--- config.mk ---
export PLATFORM = sky130hd
export DESIGN_NAME = tidr_regs
export DESIGN_NICKNAME = d
export VERILOG_FILES = /design/src/tidr_pkg.sv /design/src/tidr_cycle_delay.sv /design/src/tidr_regs.sv
export SDC_FILE = /design/constraint.sdc
export NUM_CORES = 1
export LEC_CHECK = 0
export ABC_AREA = 1
export BUFFER_PORTS_ARGS = -buffer_cell sky130_fd_sc_hd__buf_2
export CELL_PAD_IN_SITES_DETAIL_PLACEMENT = 1
export CELL_PAD_IN_SITES_GLOBAL_PLACEMENT = 1
export CORE_ASPECT_RATIO = 2
export CORE_MARGIN = 10
export CORE_UTILIZATION = 40
export CTS_BUF_LIST = sky130_fd_sc_hd__clkbuf_8
export DETAILED_ROUTE_END_ITERATION = 7
export MAX_ROUTING_LAYER = met4
export PLACE_DENSITY_LB_ADDON = 0.1
export SETUP_SLACK_MARGIN = 0.02
export SLEW_MARGIN = 25
export SYNTH_ARGS = -nofsm -noshare
export SYNTH_HDL_FRONTEND = slang
export SYNTH_HIERARCHICAL = 1
export SYNTH_SLANG_ARGS = --single-unit
export TNS_END_PERCENT = 50
--- constraint.sdc ---
create_clock -name clk_i -period 3.8 [get_ports clk_i]
set_clock_uncertainty 0.15 [all_clocks]
set_input_delay 0.76 -clock clk_i [delete_from_list [all_inputs] [get_ports clk_i]]
set_output_delay 0.76 -clock clk_i [all_outputs]
set_load 0.005 [all_outputs]
--- src/tidr_pkg.sv ---
package tidr_pkg;

  // ==========================================================================
  // register offsets
  localparam logic [7:0] TIDR_GATE_CTL_OFS   = 8'h00;
  localparam logic [7:0] TIDR_SYNC_CTL_OFS   = 8'h04;
  localparam logic [7:0] TIDR_AUX_CTL_OFS    = 8'h08;
  localparam logic [7:0] TIDR_SRC_SEL_OFS    = 8'h0C;
  localparam logic [7:0] TIDR_GATE_GEN_OFS   = 8'h10;
  localparam logic [7:0] TIDR_SYNC_GEN_OFS   = 8'h14;
  localparam logic [7:0] TIDR_PPS_GEN_OFS    = 8'h18;
  localparam logic [7:0] TIDR_STATUS_OFS     = 8'h1C;
  localparam logic [7:0] TIDR_IRQ_EN_OFS     = 8'h20;
  localparam logic [7:0] TIDR_IRQ_SRC_OFS    = 8'h24;
  localparam logic [7:0] TIDR_IRQ_FLAG_OFS   = 8'h28;

  // ==========================================================================
  // gate control field positions
  localparam int TIDR_DIFF_TAP_LSB  = 0;
  localparam int TIDR_LOAD_BIT      = 9;
  localparam int TIDR_DIFF_CYC_LSB  = 12;
  localparam int TIDR_TTL_TAP_LSB   = 16;
  localparam int TIDR_TTL_CYC_LSB   = 28;
  localparam int TIDR_TAP_W         = 9;
  localparam int TIDR_CYC_W         = 2;
  localparam logic [31:0] TIDR_CTL_WMASK = 32'h33FF_33FF;

  // ==========================================================================
  // reset values and irq bit layout
  localparam logic [31:0] TIDR_REG_RST   = 32'h0000_0000;
  localparam logic [8:0]  TIDR_TAP_RST   = 9'h000;
  localparam int          TIDR_IRQ_BITS  = 4;
  localparam int          TIDR_IRQ_GATE_DIFF = 0;
  localparam int          TIDR_IRQ_GATE_TTL  = 1;
  localparam int          TIDR_IRQ_SYNC_DIFF = 2;
  localparam int          TIDR_IRQ_SYNC_TTL  = 3;

  // ==========================================================================
  // bus carriers
  typedef struct packed {
    logic        cyc;
    logic        stb;
    logic        we;
    logic [7:0]  adr;
    logic [3:0]  sel;
    logic [31:0] dat;
  } tidr_wb_req_t;

  typedef struct packed {
    logic        ack;
    logic        err;
    logic [31:0] dat;
  } tidr_wb_rsp_t;

  // fine delay element control for one input
  typedef struct packed {
    logic       load;
    logic [8:0] taps;
  } tidr_fine_ctl_t;

endpackage : tidr_pkg

--- src/tidr_cycle_delay.sv ---
`timescale 1ns/1ps
// whole-cycle delay of one input after its fine delay
module tidr_cycle_delay
#(
  parameter int MAX_CYC = 3
)
(
  input  wire logic       clk_i,
  input  wire logic       rst_i,
  input  wire logic [1:0] cyc_i,
  input  wire logic       sig_i,
  output logic            sig_o
);
  import tidr_pkg::*;

  typedef struct packed {
    logic [MAX_CYC-1:0] pipe;
    logic               out;
  } tidr_cd_state_t;

  tidr_cd_state_t s_q;
  tidr_cd_state_t s_d;

  always_comb
  begin
    s_d      = s_q;
    s_d.pipe = {s_q.pipe[MAX_CYC-2:0], sig_i};
    if (cyc_i == 2'h0)
    begin
      s_d.out = sig_i;
    end
    else
    begin
      s_d.out = s_q.pipe[cyc_i-2'h1];
    end
  end

  always_ff @(posedge clk_i)
  begin
    if (rst_i)
    begin
      s_q <= '0;
    end
    else
    begin
      s_q <= s_d;
    end
  end

  assign sig_o = s_q.out;

endmodule : tidr_cycle_delay

--- src/tidr_regs.sv ---
// Decided for this implementation: the Wishbone register port.
`timescale 1ns/1ps
// How it works
// - gate control register at 0x00 sets fine and cycle delay, both gate inputs.
// - sync control register at 0x04 holds fine and cycle delay of sync inputs.
// - auxiliary control register at 0x08 holds delay of the coaxial gate input.
// - source select register at 0x0C picks drive, receive and led sources.
// - soft gate, sync and pps registers sit at 0x10, 0x14 and 0x18.
// - read-only status at 0x1C shows output sources and input states.
// - irq enable at 0x20, source status at 0x24, flags at 0x28.
// - ttl gate input delayed by bits 29:28 plus one whole cycles after fine delay.
// - bits 24:16 give ttl gate fine delay taps, 0 to 511.
// - lvds gate input delayed by bits 13:12 plus one whole cycles after fine delay.
// - bits 8:0 give lvds gate fine delay taps of 512-tap line.
// - writing bit 9 one then zero loads both tap counts; resets to 0.
// - all timing and counting runs on the single sample clock.
module tidr_regs
(
  input  wire logic                    clk_i,
  input  wire logic                    rst_i,
  input  wire tidr_pkg::tidr_wb_req_t  wb_req_i,
  output tidr_pkg::tidr_wb_rsp_t       wb_rsp_o,
  input  wire logic                    gate_diff_i,
  input  wire logic                    gate_ttl_i,
  input  wire logic                    sync_diff_i,
  input  wire logic                    sync_ttl_i,
  input  wire logic                    gate_diff_fine_i,
  input  wire logic                    gate_ttl_fine_i,
  output tidr_pkg::tidr_fine_ctl_t     gate_diff_fine_o,
  output tidr_pkg::tidr_fine_ctl_t     gate_ttl_fine_o,
  output logic                         gate_diff_o,
  output logic                         gate_ttl_o,
  output logic [31:0]                  sync_ctl_o,
  output logic [31:0]                  aux_ctl_o,
  output logic [31:0]                  src_sel_o,
  output logic [31:0]                  gate_gen_o,
  output logic [31:0]                  sync_gen_o,
  output logic [31:0]                  pps_gen_o,
  input  wire logic [15:0]             src_status_i,
  output logic                         irq_o
);
  import tidr_pkg::*;

  // ==========================================================================
  // state
  typedef struct packed {
    logic [31:0]              gate_ctl;
    logic [31:0]              sync_ctl;
    logic [31:0]              aux_ctl;
    logic [31:0]              src_sel;
    logic [31:0]              gate_gen;
    logic [31:0]              sync_gen;
    logic [31:0]              pps_gen;
    logic [TIDR_IRQ_BITS-1:0] irq_en;
    logic [TIDR_IRQ_BITS-1:0] irq_flag;
    logic [TIDR_IRQ_BITS-1:0] in_s1;
    logic [TIDR_IRQ_BITS-1:0] in_s2;
    logic [TIDR_IRQ_BITS-1:0] in_prev;
    logic                     load_armed;
    logic                     load;
    logic [8:0]               diff_taps;
    logic [8:0]               ttl_taps;
    logic                     ack;
    logic                     err;
    logic [31:0]              rdat;
  } tidr_state_t;

  tidr_state_t s_q;
  tidr_state_t s_d;

  logic [31:0]              wmask;
  logic                     wr_go;
  logic                     req_go;
  logic [31:0]              gate_wr;
  logic [TIDR_IRQ_BITS-1:0] rise;

  // ==========================================================================
  // byte lane mask and request decode
  assign wmask  = {{8{wb_req_i.sel[3]}}, {8{wb_req_i.sel[2]}},
                   {8{wb_req_i.sel[1]}}, {8{wb_req_i.sel[0]}}};
  assign req_go = wb_req_i.cyc & wb_req_i.stb & ~s_q.ack & ~s_q.err;
  assign wr_go  = req_go & wb_req_i.we;
  assign rise   = s_q.in_s2 & ~s_q.in_prev;

  function automatic logic [31:0] merge(input logic [31:0] old_v,
                                         input logic [31:0] new_v,
                                         input logic [31:0] m);
    merge = (old_v & ~m) | (new_v & m);
  endfunction : merge

  assign gate_wr = merge(s_q.gate_ctl, wb_req_i.dat, wmask)
                 & TIDR_CTL_WMASK;

  // ==========================================================================
  // next state
  always_comb
  begin
    s_d         = s_q;
    s_d.ack     = 1'b0;
    s_d.err     = 1'b0;
    s_d.load    = 1'b0;
    s_d.in_s1   = {sync_ttl_i, sync_diff_i, gate_ttl_i, gate_diff_i};
    s_d.in_s2   = s_q.in_s1;
    s_d.in_prev = s_q.in_s2;
    // events set flags; set wins over a same-cycle clear
    s_d.irq_flag = s_q.irq_flag;
    if (req_go)
    begin
      s_d.ack = 1'b1;
      case (wb_req_i.adr)
        TIDR_GATE_CTL_OFS: s_d.rdat = s_q.gate_ctl;
        TIDR_SYNC_CTL_OFS: s_d.rdat = s_q.sync_ctl;
        TIDR_AUX_CTL_OFS:  s_d.rdat = s_q.aux_ctl;
        TIDR_SRC_SEL_OFS:  s_d.rdat = s_q.src_sel;
        TIDR_GATE_GEN_OFS: s_d.rdat = s_q.gate_gen;
        TIDR_SYNC_GEN_OFS: s_d.rdat = s_q.sync_gen;
        TIDR_PPS_GEN_OFS:  s_d.rdat = s_q.pps_gen;
        TIDR_STATUS_OFS:   s_d.rdat = {12'h000, s_q.in_s2, src_status_i};
        TIDR_IRQ_EN_OFS:   s_d.rdat = {28'h0000000, s_q.irq_en};
        TIDR_IRQ_SRC_OFS:  s_d.rdat = {28'h0000000, s_q.in_s2};
        TIDR_IRQ_FLAG_OFS: s_d.rdat = {28'h0000000, s_q.irq_flag};
        default:
        begin
          s_d.ack  = 1'b0;
          s_d.err  = 1'b1;
          s_d.rdat = 32'h0000_0000;
        end
      endcase
      if (wb_req_i.we)
      begin
        s_d.rdat = 32'h0000_0000;
      end
    end
    if (wr_go)
    begin
      case (wb_req_i.adr)
        TIDR_GATE_CTL_OFS:
        begin
          s_d.gate_ctl = gate_wr;
          // load on the one-then-zero sequence of the load bit
          if (gate_wr[TIDR_LOAD_BIT])
          begin
            s_d.load_armed = 1'b1;
          end
          else if (s_q.load_armed)
          begin
            s_d.load_armed = 1'b0;
            s_d.load       = 1'b1;
            // new taps go out together with the load pulse
            s_d.diff_taps  = gate_wr[TIDR_DIFF_TAP_LSB +: TIDR_TAP_W];
            s_d.ttl_taps   = gate_wr[TIDR_TTL_TAP_LSB +: TIDR_TAP_W];
          end
        end
        TIDR_SYNC_CTL_OFS:
          s_d.sync_ctl = merge(s_q.sync_ctl, wb_req_i.dat, wmask);
        TIDR_AUX_CTL_OFS:
          s_d.aux_ctl  = merge(s_q.aux_ctl, wb_req_i.dat, wmask);
        TIDR_SRC_SEL_OFS:
          s_d.src_sel  = merge(s_q.src_sel, wb_req_i.dat, wmask);
        TIDR_GATE_GEN_OFS:
          s_d.gate_gen = merge(s_q.gate_gen, wb_req_i.dat, wmask);
        TIDR_SYNC_GEN_OFS:
          s_d.sync_gen = merge(s_q.sync_gen, wb_req_i.dat, wmask);
        TIDR_PPS_GEN_OFS:
          s_d.pps_gen  = merge(s_q.pps_gen, wb_req_i.dat, wmask);
        TIDR_IRQ_EN_OFS:
          if (wb_req_i.sel[0])
          begin
            s_d.irq_en = wb_req_i.dat[TIDR_IRQ_BITS-1:0];
          end
        TIDR_IRQ_FLAG_OFS:
          if (wb_req_i.sel[0])
          begin
            // write one to clear
            s_d.irq_flag = s_q.irq_flag
                         & ~wb_req_i.dat[TIDR_IRQ_BITS-1:0];
          end
        default:
        begin
        end
      endcase
    end
    s_d.irq_flag = s_d.irq_flag | rise;
  end

  // ==========================================================================
  // registers on the sample clock
  always_ff @(posedge clk_i)
  begin
    if (rst_i)
    begin
      s_q <= '0;
    end
    else
    begin
      s_q <= s_d;
    end
  end

  // ==========================================================================
  // whole-cycle delays after the fine delay elements
  tidr_cycle_delay u_diff_dly
  (
    .clk_i (clk_i),
    .rst_i (rst_i),
    .cyc_i (s_q.gate_ctl[TIDR_DIFF_CYC_LSB +: TIDR_CYC_W]),
    .sig_i (gate_diff_fine_i),
    .sig_o (gate_diff_o)
  );

  tidr_cycle_delay u_ttl_dly
  (
    .clk_i (clk_i),
    .rst_i (rst_i),
    .cyc_i (s_q.gate_ctl[TIDR_TTL_CYC_LSB +: TIDR_CYC_W]),
    .sig_i (gate_ttl_fine_i),
    .sig_o (gate_ttl_o)
  );

  // ==========================================================================
  // outputs
  assign gate_diff_fine_o = '{load: s_q.load, taps: s_q.diff_taps};
  assign gate_ttl_fine_o  = '{load: s_q.load, taps: s_q.ttl_taps};
  assign wb_rsp_o         = '{ack: s_q.ack, err: s_q.err, dat: s_q.rdat};
  assign sync_ctl_o       = s_q.sync_ctl;
  assign aux_ctl_o        = s_q.aux_ctl;
  assign src_sel_o        = s_q.src_sel;
  assign gate_gen_o       = s_q.gate_gen;
  assign sync_gen_o       = s_q.sync_gen;
  assign pps_gen_o        = s_q.pps_gen;
  assign irq_o            = |(s_q.irq_flag & s_q.irq_en);

endmodule : tidr_regs

== Word level (Yosys, flattened, before mapping) ==
Index checks and enable logic that the tools add are counted.

* Logic and storage cells: 99
* Bits in registers: 298
* Output and inout port bits: 249
* Input port bits: 71

* Equality and inequality tests: 10
* Mux-type cells: 14
* Reduce and logical (&&, ||, !) cells: 16
* Bitwise gates (word level): 32
* $add $sub $neg: 2
* Magnitude comparators: 2

{| class="wikitable"
|+ Operator list
! kind !! number
|-
| $pmux W32 S11 || 1
|-
| $and A32 B32 Y32 || 7
|-
| $or A32 B32 Y32 || 6
|-
| $eq A8 B5 Y1 const B || 4
|-
| $mux W32 || 1
|-
| $not A32 Y32 || 1
|-
| $and A30 B30 Y30 || 1
|-
| $or A30 B30 Y30 || 1
|-
| $eq A8 B6 Y1 const B || 3
|-
| $mux W19 || 1
|-
| $eq A8 B4 Y1 const B || 2
|-
| $reduce_and A2 Y1 || 7
|-
| $and A4 B4 Y4 || 3
|-
| $mux W4 || 3
|-
| $reduce_or A11 Y1 || 1
|-
| $eq A8 B3 Y1 const B || 1
|-
| $logic_not A8 Y1 || 1
|-
| $not A4 Y4 || 2
|-
| $reduce_or A4 Y1 || 2
|-
| $lt A2 B3 Y1 const B || 2
|-
| $not A1 Y1 || 6
|-
| $mux W1 || 5
|-
| $and A1 B1 Y1 || 4
|-
| $bmux W1 S2 || 2
|-
| other kinds (7) || 9
|}

== Longest topological paths before layout ==
* Word-level depth: 6
* Mapped depth: 11
* Gate-level depth less buffers: 11

== Cells and area by module ==
The synthesis kept the hierarchy.

{| class="wikitable"
|+ By module, submodules not included
! module !! sequential area each (um^2) !! area an instance (um^2) !! instances !! cells an instance
|-
| tidr_regs || 5,785.5 || 14,543.9 || 1 || 2,075
|-
| tidr_cycle_delay || 80.1 || 158.9 || 2 || 21
|}

== Least setup slack after synthesis ==
OpenSTA, ideal clock, no wires.

* Kind: input to register
* Start: in wb_req_i[41] (netlist bit)
* End: reg with a tool-made name
* Data required time: 3,531 ps
* Path buffers: 1
* Cell stages on the path: 9
* Library setup time: 119 ps
* Arrival time: 1,936 ps
* Slack: 1,594 ps
* Cells stage by stage: nor2_1 nand2_1 inv_2 nand2_2 nor2_8 nand2_1 buf_2 o21ai_0 a21oi_1

{| class="wikitable"
|+ RTL lines
! element !! line !! RTL
|-
| from (decl) || tidr_regs.sv:21 || <nowiki>input wire tidr_pkg::tidr_wb_req_t wb_req_i,</nowiki>
|}

==> impl_metrics.ini <==
[sta]
rsz0062_at_grt = no
final.min_clock_period_ns = 2.65
finalSetupViolCount = 0
fin_setup_tns_ns = 0
slew_headroom_pct = 32.1
layout_setup_ws_ns = 1.15
fmax_mhz = 378
worst_pin_slew_ns = 1.02
post-route-period-util_pct = 69.6
fin_hold_ws_ns = 0.220
finalHoldViolCount = 0
drv_slew = 0

[critical_path]
cp_data_arrival_time_ns = 2.96
crit_fanout = 16
critPathLaunchType = primary input
criticalPathCategory = in -> reg
cp-end-kind = flip-flop
required_ns = 4.12

[global_route]
antenna_found_initial = 6
grt_max_degree = 189
grt_pass1_vias = 14900
grt_use_total_pct = 27.9
grt_pass1_wl_mm = 93.4
overflow = 0

[synthesis]
yosys_warnings = 6
synth.most_common_cell = nand2_1
synth-seq-area-share_pct = 40.0
syn-cell-area_mm2 = 0.0149
synth_top_cell_by_area = dfxtp_1
synth.top_cell.area_share_pct = 40.0
yosys-top-cells-area = dfxtp_1 40%, buf_4 13%, nand2_1 11%
yosysUniqueCellTypes = 31
async_flop_share_pct = 0
postSynthAreaPerCell_um2 = 7.02
synth_edf_count = 0
ys_seq_elements = 297
syn-instance-count = 2117
synth_commonest_cells = 440 x nand2_1, 297 x dfxtp_1, 254 x buf_4
synth_nets = 2190
synthFlopType = dfxtp_1

[clocking]
path_clk_slew_ns = 0.07
cts_root_buf = clkbuf_8
clock_latency_ns = 0.60
hold_buffers = 0
clk_path_buf_depth = 3
cts_resized = 0
cts_max_level = 2
cts-buffers-inserted = 47
cts_tree = yes
post_cts_buffers = 0
cts.sinks = 297

[power_and_ir_drop]
power_density_mw_per_mm2 = 399
power_leakage_nw = 7.08
peakVddDrop_v = 0.000231

[routing]
vias = 14200
drc = 0
antenna_left = 0
wl_mm = 64.3
first_pass_iters = 5
drt-vias-per-instance = 5.34
routedWlPerCell_um = 24.2
drt_iter0_markers = 647

[die]
die_w_um = 156
io-pin-count = 320
core.rowCount = 99
core_area_mm2 = 0.0367
die_area_mm2 = 0.0457
start_util_pct = 40.5
die_y_um = 293

[cells_and_area]
regArea_mm2 = 0.00595
drive_gt1_share_pct = 21.9
multi_input_area_mm2 = 0.00604
nFillCells = 4797
area_growth_pct = 7.81
final_nets = 2237
fin_area_mm2 = 0.0160

[worst_hold_path]
hold_class = in -> reg

[place]
pre_cts_slack_ns = 0.583
hpwl_mm = 49.5
gp_congestion = 0.925
placed_area_mm2 = 0.0150
port_buffers = 319

[outcome]
status = finished clean

[run]
drv_cap = 0
## final timing paths
path           startpoint        end  slack, ns  cells after the start
max          wb_req_i[41]  flip-flop       1.15                     10
min            gate_ttl_i    s_d[59]       0.22                      3
max reg2reg  wb_rsp_o[33]  flip-flop       1.25                      7
min reg2reg       s_d[60]    s_d[56]       0.26                      2
## final cells by class
class | instances | share of cell area, %
antenna | 6 | 0.0937
clock buffer | 63 | 5.41
clock inverter | 22 | 0.765
inverter | 138 | 3.23
multi-input combinational | 1320 | 37.7
sequential | 297 | 37.1
tap | 454 | 3.55
timing repair buffer | 360 | 12.2
## power by group
group	leakage (nW)	switching, mW	internal [mW]
logic	4.13	0.245	0.0707
clock network	0.562	1.40	1.55
registers	2.40	0.00779	3.12
## through the flow
stage | util [%] | instances | power [mW]
4_1_cts | 43.7 | 2654 | 6.44
3_5_place_dp | 41.0 | 2569 | 3.52
6_report | 43.7 | 2660 | 6.39
3_3_place_gp | 41.0 | 2569 | 3.51
2_1_floorplan | - | 2117 | 3.35
5_1_grt | 43.7 | 2660 | 6.58
## cell families (layout without fill, tap and decap cells)
group / after synthesis / count (layout) / synth area share (%)
other: 0 / 6 / 0
DFF: 297 / 297 / 40.0
AOI/OAI and AO/OA: 391 / 391 / 13.8
buffers and inverters: 500 / 583 / 19.4
adders and majority gates: 2 / 2 / 0.168
and+or+nand+nor: 927 / 927 / 26.6
## per-layer routing
metal / vias up / global-route usage (%) / part of all wire [%]
li1: 6687 / - / -
met1: 6854 / 24.9 / 33
met2: 485 / 50.0 / 52
met3: 186 / 6.03 / 6.1
met4: 0 / 21.2 / 8.5
met5: - / - / 0
## cell usage in the layout (no fill, tap or decap), drive strengths merged
| cell type | n |
|---|---|
| a211oi | 23 |
| a21o | 2 |
| a21oi | 212 |
| buf | 360 |
| bufinv | 1 |
| clkbuf | 63 |
| clkinv | 9 |
| clkinvlp | 1 |
| dfxtp | 297 |
| diode | 6 |
| ha | 2 |
| inv | 149 |
| nand2 | 450 |
| nand3 | 217 |
| nand3b | 4 |
| nand4 | 1 |
| nor2 | 244 |
| nor3 | 11 |
| o21ai | 150 |
| o22ai | 3 |
| o32ai | 1 |
## worst max-delay path, stage by stage
cell and delay [ns]:
buf_2 0.11, nor2_1 0.14, nand2_1 0.25, inv_2 0.32
nand2_2 0.13, buf_4 0.24, nor2_8 0.22, nand2_1 0.37
o21ai_0 0.33, a21oi_1 0.07
(Power assumes the default switching activity.)
